`src/core/cpt_pkg.sv`:
```
// constants for the cascadable pwm timer counter
package cpt_pkg;

    // register byte offsets on the bus
    localparam logic [7:0] CPT_ADDR_CTRL_LO  = 8'h00;
    localparam logic [7:0] CPT_ADDR_CTRL_HI  = 8'h04;
    localparam logic [7:0] CPT_ADDR_CMP_LO   = 8'h08;
    localparam logic [7:0] CPT_ADDR_CMP_HI   = 8'h0C;
    localparam logic [7:0] CPT_ADDR_DUTY_LO  = 8'h10;
    localparam logic [7:0] CPT_ADDR_DUTY_HI  = 8'h14;
    localparam logic [7:0] CPT_ADDR_CLKCFG   = 8'h18;
    localparam logic [7:0] CPT_ADDR_COUNT_LO = 8'h1C;
    localparam logic [7:0] CPT_ADDR_COUNT_HI = 8'h20;

    // unit control register fields
    localparam int CPT_CTRL_FF_BIT   = 7;
    localparam int CPT_CTRL_SRC_MSB  = 6;
    localparam int CPT_CTRL_SRC_LSB  = 4;
    localparam int CPT_CTRL_RUN_BIT  = 3;
    localparam int CPT_CTRL_MODE_MSB = 2;
    localparam int CPT_CTRL_MODE_LSB = 0;

    // clock configuration register fields
    localparam int CPT_CFG_DIVSEL_BIT = 0;
    localparam int CPT_CFG_SLOW_BIT   = 1;

    // operating modes
    localparam logic [2:0] CPT_MODE_PWM8    = 3'h2;
    localparam logic [2:0] CPT_MODE_TIMER16 = 3'h3;

    // source clock selections
    localparam logic [2:0] CPT_SRC_DIV2048 = 3'h0;
    localparam logic [2:0] CPT_SRC_DIV128  = 3'h1;
    localparam logic [2:0] CPT_SRC_DIV32   = 3'h2;
    localparam logic [2:0] CPT_SRC_DIV8    = 3'h3;
    localparam logic [2:0] CPT_SRC_LOWFREQ = 3'h4;
    localparam logic [2:0] CPT_SRC_DIV2    = 3'h5;
    localparam logic [2:0] CPT_SRC_DIV1    = 3'h6;

    // prescaler tap widths, divide by two to the power
    localparam int CPT_PRE_W      = 11;
    localparam int CPT_TAP_2048   = 11;
    localparam int CPT_TAP_128    = 7;
    localparam int CPT_TAP_32     = 5;
    localparam int CPT_TAP_8      = 3;
    localparam int CPT_FS_DIV_W   = 3;

    // reset values and counter limits
    localparam logic [7:0] CPT_CTRL_RST  = 8'h00;
    localparam logic [7:0] CPT_DUTY_RST  = 8'h00;
    localparam logic [7:0] CPT_CMP_RST   = 8'h00;
    localparam logic [1:0] CPT_CFG_RST   = 2'h0;
    localparam logic [7:0] CPT_CNT_RST   = 8'h00;
    localparam logic [7:0] CPT_CNT_MAX   = 8'hFF;
    localparam logic       CPT_FF_RST    = 1'b0;

endpackage : cpt_pkg

```
`src/core/cpt_timer.sv`:
```
// two cascadable 8-bit counter units with pwm outputs and a wishbone slave
`timescale 1ns/10ps
module cpt_timer
    import cpt_pkg::*;
(
    input  wire logic        sys_clk,
    input  wire logic        reset_n,
    input  wire logic [7:0]  wb_adr_i,
    input  wire logic [31:0] wb_dat_i,
    input  wire logic [3:0]  wb_sel_i,
    input  wire logic        wb_we_i,
    input  wire logic        wb_cyc_i,
    input  wire logic        wb_stb_i,
    output logic      [31:0] wb_dat_o,
    output logic             wb_ack_o,
    input  wire logic        low_freq_clock,
    output logic             pwm_out_pin_low,
    output logic             pwm_out_pin_high,
    output logic             unit_timer_irq_low,
    output logic             high_unit_timer_irq
);

    ////////////////////////////////////////////////////////////////////////////
    // state

    logic [1:0][7:0]         ctrl_q;
    logic [1:0][7:0]         ctrl_d;
    logic [1:0][7:0]         cnt_q;
    logic [1:0][7:0]         cnt_d;
    logic [1:0][7:0]         duty_hold_q;
    logic [1:0][7:0]         duty_hold_d;
    logic [1:0][7:0]         duty_act_q;
    logic [1:0][7:0]         duty_act_d;
    logic [1:0][7:0]         cmp_q;
    logic [1:0][7:0]         cmp_d;
    logic [1:0]              ff_q;
    logic [1:0]              ff_d;
    logic [1:0]              irq_q;
    logic [1:0]              irq_d;
    logic [1:0]              cfg_q;
    logic [1:0]              cfg_d;
    logic [CPT_PRE_W-1:0]    pre_q;
    logic [CPT_PRE_W-1:0]    pre_d;
    logic [CPT_FS_DIV_W-1:0] fsdiv_q;
    logic [CPT_FS_DIV_W-1:0] fsdiv_d;
    logic                    fs_s1_q;
    logic                    fs_s2_q;
    logic                    fs_s3_q;
    logic                    ack_q;
    logic                    ack_d;
    logic [31:0]             dat_q;
    logic [31:0]             dat_d;

    logic                    fs_tick;
    logic                    fs8_tick;
    logic [1:0]              tick;
    logic                    bus_req;
    logic                    bus_wr;
    logic [7:0]              rd_byte;
    logic                    t16_mode;
    logic [15:0]             cnt16_inc;

    ////////////////////////////////////////////////////////////////////////////
    // source clocks

    // slow clock arrives from a pin, so only the second and third stages feed edge logic
    assign fs_tick  = fs_s2_q & ~fs_s3_q;
    assign fs8_tick = fs_tick & (&fsdiv_q);

    // prescaler free-runs; each tap is an all-ones decode, one pulse per period
    always_comb begin
        pre_d   = pre_q + 1'b1;
        fsdiv_d = fs_tick ? fsdiv_q + 1'b1 : fsdiv_q;
    end

    genvar gu;
    generate
        for (gu = 0; gu < 2; gu++) begin : g_src
            // decoded per unit so the two units may run from different rates
            logic [2:0] src;
            assign src = ctrl_q[gu][CPT_CTRL_SRC_MSB:CPT_CTRL_SRC_LSB];
            always_comb begin
                tick[gu] = 1'b0;
                if (cfg_q[CPT_CFG_SLOW_BIT]) begin
                    // slow mode: fast clock taps are dead
                    case (src)
                        CPT_SRC_DIV2048: tick[gu] = fs8_tick;
                        CPT_SRC_LOWFREQ: tick[gu] = fs_tick;
                        default:         tick[gu] = 1'b0;
                    endcase
                end else begin
                    case (src)
                        CPT_SRC_DIV2048: tick[gu] = cfg_q[CPT_CFG_DIVSEL_BIT] ? fs8_tick
                                                  : &pre_q[CPT_TAP_2048-1:0];
                        CPT_SRC_DIV128:  tick[gu] = &pre_q[CPT_TAP_128-1:0];
                        CPT_SRC_DIV32:   tick[gu] = &pre_q[CPT_TAP_32-1:0];
                        CPT_SRC_DIV8:    tick[gu] = &pre_q[CPT_TAP_8-1:0];
                        CPT_SRC_LOWFREQ: tick[gu] = fs_tick;
                        CPT_SRC_DIV2:    tick[gu] = pre_q[0];
                        CPT_SRC_DIV1:    tick[gu] = 1'b1;
                        default:         tick[gu] = 1'b0;
                    endcase
                end
            end
        end
    endgenerate

    ////////////////////////////////////////////////////////////////////////////
    // bus decode

    // only byte lane 0 carries register data; the other lanes are ignored
    assign bus_req   = wb_cyc_i & wb_stb_i;
    // a write lands on the edge where the master sees ack
    assign bus_wr    = bus_req & wb_we_i & ack_q & wb_sel_i[0];
    assign t16_mode  = ctrl_q[0][CPT_CTRL_MODE_MSB:CPT_CTRL_MODE_LSB] == CPT_MODE_TIMER16;
    assign cnt16_inc = {cnt_q[1], cnt_q[0]} + 16'h0001;

    always_comb begin
        case (wb_adr_i)
            CPT_ADDR_CTRL_LO:  rd_byte = ctrl_q[0];
            CPT_ADDR_CTRL_HI:  rd_byte = ctrl_q[1];
            CPT_ADDR_CMP_LO:   rd_byte = cmp_q[0];
            CPT_ADDR_CMP_HI:   rd_byte = cmp_q[1];
            CPT_ADDR_DUTY_LO:  rd_byte = duty_act_q[0];
            CPT_ADDR_DUTY_HI:  rd_byte = duty_act_q[1];
            CPT_ADDR_CLKCFG:   rd_byte = {6'h00, cfg_q};
            CPT_ADDR_COUNT_LO: rd_byte = cnt_q[0];
            CPT_ADDR_COUNT_HI: rd_byte = cnt_q[1];
            default:           rd_byte = 8'h00;
        endcase
    end

    always_comb begin
        ack_d = bus_req & ~ack_q;
        dat_d = ack_d ? {24'h000000, rd_byte} : dat_q;
    end

    ////////////////////////////////////////////////////////////////////////////
    // counters, flip-flops and registers

    // no power-down input: a unit left running keeps ticking, software stops it
    always_comb begin
        ctrl_d      = ctrl_q;
        cnt_d       = cnt_q;
        duty_hold_d = duty_hold_q;
        duty_act_d  = duty_act_q;
        cmp_d       = cmp_q;
        ff_d        = ff_q;
        irq_d       = 2'b00;
        cfg_d       = cfg_q;

        if (t16_mode) begin
            if (!ctrl_q[1][CPT_CTRL_RUN_BIT]) begin
                // stopped timer sits at zero so the first period is whole
                cnt_d[0] = CPT_CNT_RST;
                cnt_d[1] = CPT_CNT_RST;
            end else if (tick[0]) begin
                // the cascade borrows the low unit's source select
                // compare is read live, no shadow stage
                if (cnt16_inc == {cmp_q[1], cmp_q[0]}) begin
                    cnt_d[0] = CPT_CNT_RST;
                    cnt_d[1] = CPT_CNT_RST;
                    irq_d[1] = 1'b1;
                end else begin
                    cnt_d[0] = cnt16_inc[7:0];
                    cnt_d[1] = cnt16_inc[15:8];
                end
            end
        end else begin
            for (int u = 0; u < 2; u++) begin
                if (!ctrl_q[u][CPT_CTRL_RUN_BIT]) begin
                    // stopping leaves the flip-flop, so the pin holds
                    cnt_d[u] = CPT_CNT_RST;
                end else if (ctrl_q[u][CPT_CTRL_MODE_MSB:CPT_CTRL_MODE_LSB] == CPT_MODE_PWM8
                             && tick[u]) begin
                    // duty match and overflow together cancel out
                    ff_d[u] = ff_q[u] ^ ((cnt_q[u] == duty_act_q[u])
                                       ^ (cnt_q[u] == CPT_CNT_MAX));
                    if (cnt_q[u] == CPT_CNT_MAX) begin
                        cnt_d[u]      = CPT_CNT_RST;
                        irq_d[u]      = 1'b1;
                        duty_act_d[u] = duty_hold_q[u];
                    end else begin
                        cnt_d[u] = cnt_q[u] + 8'h01;
                    end
                end
            end
        end

        if (bus_wr) begin
            case (wb_adr_i)
                CPT_ADDR_CTRL_LO, CPT_ADDR_CTRL_HI: begin
                    for (int u = 0; u < 2; u++) begin
                        if (wb_adr_i == (u == 0 ? CPT_ADDR_CTRL_LO : CPT_ADDR_CTRL_HI)) begin
                            ctrl_d[u] = wb_dat_i[7:0];
                            // the write that stops may not move the level
                            if (!ctrl_q[u][CPT_CTRL_RUN_BIT]) begin
                                ff_d[u] = wb_dat_i[CPT_CTRL_FF_BIT];
                            end
                        end
                    end
                end
                CPT_ADDR_DUTY_LO, CPT_ADDR_DUTY_HI: begin
                    for (int u = 0; u < 2; u++) begin
                        if (wb_adr_i == (u == 0 ? CPT_ADDR_DUTY_LO : CPT_ADDR_DUTY_HI)) begin
                            // a write in the interrupt cycle waits for the next one
                            duty_hold_d[u] = wb_dat_i[7:0];
                            if (!ctrl_q[u][CPT_CTRL_RUN_BIT]) begin
                                duty_act_d[u] = wb_dat_i[7:0];
                            end
                        end
                    end
                end
                CPT_ADDR_CMP_LO: begin
                    cmp_d[0] = wb_dat_i[7:0];
                end
                CPT_ADDR_CMP_HI: begin
                    cmp_d[1] = wb_dat_i[7:0];
                end
                CPT_ADDR_CLKCFG: begin
                    cfg_d = wb_dat_i[1:0];
                end
                default: begin
                    cfg_d = cfg_q;
                end
            endcase
        end
    end

    ////////////////////////////////////////////////////////////////////////////
    // registers

    // every state bit sits behind the one asynchronous reset
    always_ff @(posedge sys_clk or negedge reset_n) begin
        if (!reset_n) begin
            ctrl_q      <= {2{CPT_CTRL_RST}};
            cnt_q       <= {2{CPT_CNT_RST}};
            duty_hold_q <= {2{CPT_DUTY_RST}};
            duty_act_q  <= {2{CPT_DUTY_RST}};
            cmp_q       <= {2{CPT_CMP_RST}};
            ff_q        <= {2{CPT_FF_RST}};
            irq_q       <= 2'b00;
            cfg_q       <= CPT_CFG_RST;
            pre_q       <= '0;
            fsdiv_q     <= '0;
            fs_s1_q     <= 1'b0;
            fs_s2_q     <= 1'b0;
            fs_s3_q     <= 1'b0;
            ack_q       <= 1'b0;
            dat_q       <= 32'h00000000;
        end else begin
            ctrl_q      <= ctrl_d;
            cnt_q       <= cnt_d;
            duty_hold_q <= duty_hold_d;
            duty_act_q  <= duty_act_d;
            cmp_q       <= cmp_d;
            ff_q        <= ff_d;
            irq_q       <= irq_d;
            cfg_q       <= cfg_d;
            pre_q       <= pre_d;
            fsdiv_q     <= fsdiv_d;
            fs_s1_q     <= low_freq_clock;
            fs_s2_q     <= fs_s1_q;
            fs_s3_q     <= fs_s2_q;
            ack_q       <= ack_d;
            dat_q       <= dat_d;
        end
    end

    ////////////////////////////////////////////////////////////////////////////
    // outputs

    // pins are a plain inverter after the flop, so reset shows a clean high
    assign wb_ack_o            = ack_q;
    assign wb_dat_o            = dat_q;
    assign pwm_out_pin_low     = ~ff_q[0];
    assign pwm_out_pin_high    = ~ff_q[1];
    assign unit_timer_irq_low  = irq_q[0];
    assign high_unit_timer_irq = irq_q[1];

endmodule : cpt_timer

```
`config.mk`:
```
export PLATFORM = sky130hd
export DESIGN_NAME = cpt_timer
export DESIGN_NICKNAME = d
export VERILOG_FILES = /design/src/core/cpt_pkg.sv /design/src/core/cpt_timer.sv
export SDC_FILE = /design/constraint.sdc
export NUM_CORES = 1
export LEC_CHECK = 0
export BUFFER_PORTS_ARGS = -buffer_cell sky130_fd_sc_hd__buf_2
export CAP_MARGIN = 0
export CELL_PAD_IN_SITES_DETAIL_PLACEMENT = 1
export CELL_PAD_IN_SITES_GLOBAL_PLACEMENT = 1
export CORE_MARGIN = 10
export CORE_UTILIZATION = 41
export CTS_BUF_LIST = sky130_fd_sc_hd__clkbuf_16
export CTS_CLUSTER_DIAMETER = 30
export DETAILED_ROUTE_END_ITERATION = 16
export GPL_TIMING_DRIVEN = 0
export HOLD_SLACK_MARGIN = 0.05
export PLACE_DENSITY_LB_ADDON = 0.1
export SETUP_SLACK_MARGIN = 0.3
export SLEW_MARGIN = 20
export SYNTH_ARGS = -nofsm -noshare
export SYNTH_HDL_FRONTEND = slang
export SYNTH_SLANG_ARGS = --single-unit
```
`constraint.sdc`:
```
create_clock -name sys_clk -period 2.6 [get_ports sys_clk]
set_input_delay 0.26 -clock sys_clk [delete_from_list [all_inputs] [get_ports sys_clk]]
set_output_delay 0.26 -clock sys_clk [all_outputs]
set_load 0.1 [all_outputs]
```
* After elaboration in Yosys (flattened, before gate mapping)
Cells that the tools add are included.
** Word-level totals
- Register bits :: 112
- Output and inout bits :: 37
- Word-level logic and storage cells :: 145
** Operators by class
- Add/sub/neg operators :: 5
- Eq/ne operators :: 31
- Muxes and demuxes :: 53
- Bitwise operators :: 15
- Reduce and logical (&&, ||, !) cells :: 21
** Operator list (count)
- 8-bit 2-to-1 mux :: 16
- 16-bit 2-to-1 mux :: 7
- 8-bit case mux with 9 select lines :: 1
- 8-bit by 5-bit equality test with 1-bit output (second input constant) :: 4
- 1-bit 2-to-1 mux :: 22
- 3-bit by 2-bit equality test with 1-bit output (second input constant) :: 7
- 3-bit equality test (second input constant) :: 6
- 3-bit AND reduction :: 6
- 16-bit by 1-bit adder with 16-bit output (second input constant) :: 1
- 8-bit by 1-bit adder with 8-bit output (second input constant) :: 2
- 16-bit equality test :: 1
- 8-bit by 4-bit equality test with 1-bit output (second input constant) :: 2
- 8-bit equality test :: 2
- 8-bit equality test (second input constant) :: 2
- 1-bit case mux with 7 select lines :: 2
- 11-bit by 1-bit adder with 11-bit output (second input constant) :: 1
- 11-bit AND reduction :: 1
- 2-bit AND reduction :: 5
- 8-bit by 3-bit equality test with 1-bit output (second input constant) :: 1
- 8-bit by 6-bit equality test with 1-bit output (second input constant) :: 1
- 8-bit logical NOT :: 1
- 1-bit AND :: 7
- 7-bit AND reduction :: 1
- 3-bit by 1-bit equality test with 1-bit output (second input constant) :: 2
- other kinds (11) :: 24

* Longest topological paths before layout
- Depth in word-level cells :: 14
- Mapped depth :: 11
- Gate-level depth less buffers :: 10

* Worst setup path after synthesis
OpenSTA, ideal clock, no wires.
- Kind :: register -> register
- From :: register pre_q[0]
- To :: register cnt_q[13] in the netlist's numbering
- Setup time :: 0.132 ns
- Arrival time :: 2.498 ns
- Slack :: -0.031 ns
- Stages on the path, launching flop included :: 11
- Buffers on the path :: 0
- Period minus slack after synthesis :: 2.631 ns
- Cell sequence :: dfrtp_1 -> ha_1 -> and3_1 -> ha_1 -> mux2_2 -> a221oi_1 -> a31oi_1 -> o311a_2 -> o22a_1 -> a31oi_1 -> o211ai_1
** Between the ends
- Word-level cells in the longest chain between the ends :: 7
** Ends and longest elaborated chain
- start: declaration :: RTL line cpt_timer.sv:42 : logic [CPT_PRE_W-1:0] pre_q;
- start signal: assignment :: RTL line cpt_timer.sv:260 : pre_q <= pre_d;
- 11-bit AND reduction :: RTL line cpt_timer.sv:94 : : &pre_q[CPT_TAP_2048-1:0];
- 1-bit 2-to-1 mux :: RTL line cpt_timer.sv:93 : CPT_SRC_DIV2048: tick[gu] = cfg_q[CPT_CFG_DIVSEL_BIT] ? fs8_tick
- 1-bit case mux with 7 select lines :: RTL line cpt_timer.sv:92 : case (src)
- 1-bit 2-to-1 mux :: RTL line cpt_timer.sv:84 : if (cfg_q[CPT_CFG_SLOW_BIT]) begin
- 1-bit logical AND :: RTL line cpt_timer.sv:175 : && tick[u]) begin
- 3-bit by 1-bit inequality test with 1-bit output (no line)
- 2-bit AND reduction (no line) (*)
- end signal: assignment :: RTL line cpt_timer.sv:237 : cnt_q <= {2{CPT_CNT_RST}};
- end signal: assignment :: RTL line cpt_timer.sv:253 : cnt_q <= cnt_d;
- end: declaration :: RTL line cpt_timer.sv:28 : logic [1:0][7:0] cnt_q;
Mark *: on every way between the ends. The rest lies on a longest branch, timed or not.
A chain may end at the register's enable or synchronous reset.

* Worst setup path after layout
- From :: register pre_q[1]
- To :: register cnt_q[8] in the netlist's numbering
The elaborated chain is that of the path after synthesis.

==> metrics.csv <==
stage;metric;value;unit
final_layout;area_growth;23.33;%
clock_tree;clk_transition_reported_paths;0.08;ns
sta;skew;0.007924;ns
power_and_ir_drop;sw_frac_of_total;0.2657;
synthesis;ys.flop_type;dfrtp_1;
grt;grt_first_pass_wirelength;33440;um
worst_hold_path;hp-class;input pin to flop;
final_layout;instances_no_fill;968;
critical_path;endpoint_kind;flop;
floorplanning;die_h;147.0;um
sta;report.final.slew_viol_count;0;
synthesis;syn_inst;650;
synthesis;synth_top_family_by_area;simple AND/OR/NAND/NOR gates;
synthesis;yosys_warnings;0;
final_layout;antenna_cells;0;
place;dp_hpwl;15670;um
critical_path;timing.rr.end;cnt_q[8];
critical_path;worstReg2RegStart;pre_q[1];
clock_tree;cts_sinks;112;
clock_tree;cts_inserted_buffers;9;
clock_tree;cts_tree;built;
grt;grtUsageTotal;0.1963;
floorplanning;rows;46;
critical_path;cp-startpoint;pre_q[1];
drt;drt_iter0_markers;300;
power_and_ir_drop;p_leak;0.003710;uW
clock_tree;htree_levels;3;
drt;dr_total_vias;5593;
place;dp_cells;922;
final_layout;drive_gt1_frac;0.3138;
synthesis;synth_compound_area_frac;0.1495;
place;pre_cts_ws;-0.4223;ns
final_layout;layout.nets;805;
drt;ant_nets;0;
critical_path;r2r_setup_slack;-0.06;ns
critical_path;start_kind;flop;
floorplanning;fp.coreArea;15830;sq um
floorplanning;ioPinCount;87;
place;portBuffers;32;
synthesis;synth_most_common_cell;dfrtp_1;
drt;first_pass_iters;5;
critical_path;arrival;2.95;ns
synthesis;ys_types;77;
clock_tree;clock_path_buffers;2;
synthesis;synth_area;6613;sq um
sta;hold_viol;0;
critical_path;crit_chain;ha_2, buf_4, ha_1, mux2_4, a221oi_2, a31oi_1, o311a_4, o22ai_4, buf_6, a31oi_2, o22ai_1;
synthesis;ys_top_cells_by_area;dfrtp_1, mux2_2, xnor2_1;
synthesis;yosys.area.top_type;dfrtp_1;
clock_tree;clk_latency;0.37;ns
synthesis;synth_simple_gate_area_frac;0.1639;
critical_path;max_stage_delay;0.41;ns
power_and_ir_drop;p_int;2699;uW
grt;antenna_found_initial;0;
power_and_ir_drop;power_frac_seq;0.486;
critical_path;worst-r2r-cell-count;11;
drt;post_drt_wl_per_cell;22.20;um
synthesis;synthArstFlopShare;1.000;
sta;max_freq;0.3753;GHz
synthesis;yosysSeqAreaShare;0.4238;
sta;slew_headroom;0.3617;
synthesis;synthMuxAreaShare;0.1253;
power_and_ir_drop;clockPowerShare;0.417;
synthesis;avgSynthCellArea;10.17;sq um
sta;fin_ws;-0.06427;ns
sta;fin_crit_sh;1.025;
floorplanning;design.die.area;21610;sq um
power_and_ir_drop;ir_drop;0.2960;mV
power_and_ir_drop;p_comb_frac;0.097;
sta;min_period;2.664;ns
synthesis;ys_seq_elements;112;
synthesis;synth_common_cells;dfrtp_1, mux2_2, nor2_1, nand2_1, xnor2_1;
drt;drc;0;
critical_path;cp-endpoint;cnt_q[8];
grt;first_global_vias;5816;
critical_path;critPathKind;flop to flop;
synthesis;synth-edff-count;0;
power_and_ir_drop;switchingPower;976.5;uW
grt;grt_max_degree;71;
synthesis;synth_top_area_frac;0.4238;
sta;setup_viol;10;
floorplanning;start_util;0.4178;
synthesis;synthAdderAreaFrac;0.01325;
clock_tree;cts-root-buf;clkbuf_16;
synthesis;synth_xor_area_frac;0.06206;
grt;grt-ovfl-total;0;
flow_run;cap_viol_max_count;0;
drt;vias_per_cell;5.778;
sta;rsz0062_at_grt;yes;
critical_path;cp.required;2.89;ns
run_status;failed_checks;negative setup slack;
critical_path;cp_max_fo;7;
floorplanning;die_w;147.0;um
drt;drt-total-wl;21490;um
power_and_ir_drop;power_density;450.7;nW/um^2
critical_path;worst_path_max_delay_cell;o311a_4;
place;place_congestion;0.9058;
run_status;status;complete, but fails checks;
sta;worst_pin_slew;0.9442;ns
-- placed cells by master, fill, tap and decap left out, types with 18 or more instances in the layout --
cell / n
conb_1: 24
nor2_1: 44
buf_2: 38
dfrtp_1: 111
nand2_1: 44
xnor2_1: 36
mux2_2: 52
nand4_1: 18
buf_4: 50
a22oi_1: 25
a21oi_1: 26
mux2i_1: 21
-- repair_timing --
item	4_1_cts	5_1_grt
hold endpoints to repair	43	0
cloned	1	0
resized for setup	44	22
setup buffers	18	10
hold buffers	2	0
endpoints found under the setup margin	44	36
pin swaps	22	26
-- through the flow --
| step | utilization | power [uW] | cell area [sq um] | TNS (ns) | hold slack (ns) |
|---|---|---|---|---|---|
| floorplan | - | 2070 | 6808 | 0 | -0.03559 |
| global placement | 0.4573 | 2156 | 7238 | -18.03 | 0.3385 |
| detailed placement | 0.4594 | 2174 | 7272 | -6.332 | 0.2263 |
| CTS | 0.5043 | 3702 | 7981 | -0.9798 | 0.2705 |
| global route | 0.5153 | 3816 | 8155 | -2.601 | 0.2867 |
| finish | 0.5153 | 3676 | 8155 | -0.3796 | 0.2793 |
-- worst min-delay path by stage --
| stage | from | slack (ns) | cells after the start | endpoint |
|---|---|---|---|---|
| after floorplan | reset_n | -0.04 | 0 | cfg_q[0] |
| after global placement | fs_s1_q | 0.34 | 0 | fs_s2_q |
| after detailed placement | reset_n | 0.23 | 1 | cnt_q[0] |
| after CTS | wb_dat_i[2] | 0.27 | 3 | duty_act_q[2] |
| after global routing | wb_dat_i[3] | 0.29 | 3 | duty_act_q[3] |
| final | wb_dat_i[2] | 0.28 | 3 | duty_act_q[2] |
-- cell type report --
| cell class | count | area (sq um) |
|---|---|---|
| repair buffers | 64 | 450.4 |
| clock buffers | 9 | 225.2 |
| multi-input cells | 486 | 3857 |
| inverters | 17 | 63.81 |
| fillers | 1752 | 7672 |
| flip-flops and latches | 112 | 2804 |
| well taps | 216 | 270.3 |
| plain buffers | 58 | 390.4 |
| clock inverters | 6 | 93.84 |
-- power groups by stage --
| stage | combinational (uW) | sequential (uW) | clock [uW] |
|---|---|---|---|
| finish | 357 | 1790 | 1530 |
| global placement | 335 | 1820 | 0 |
| global route | 386 | 1790 | 1640 |
| detailed placement | 351 | 1820 | 0 |
| floorplan | 245 | 1820 | 0 |
| CTS | 356 | 1790 | 1560 |
-- worst max-delay path, delay by kind of cell (launching register included) --
kind	cells	cell delay, ns
AOI/OAI and AO/OA	6	1.23
adders and majority gates	2	0.40
DFF	1	0.39
buffers and inverters	2	0.28
muxes	1	0.28
-- flip-flops by register name (all words and copies together) (netlist names), 2 cells and up --
register / count
ff_q: 2
cmp_q: 16
cfg_q: 2
duty_act_q: 16
wb_dat_o: 8
cnt_q: 16
irq_q: 2
fsdiv_q: 3
pre_q: 11
duty_hold_q: 16
ctrl_q: 16
-- per-layer routing --
metal | wire [um] | GRT usage
met3 | 723 | 0.02457
met2 | 10740 | 0.3268
met5 | 0 | 0
met4 | 697 | 0.08870
met1 | 9324 | 0.2496
-- cells by family after synthesis --
family,after synthesis
mux,76
other cells,1
simple gates,199
compound gates,134
flops,112
fa+ha+maj,7
buf+inv,75
xor+xnor,46
(Power assumes the default switching activity.)
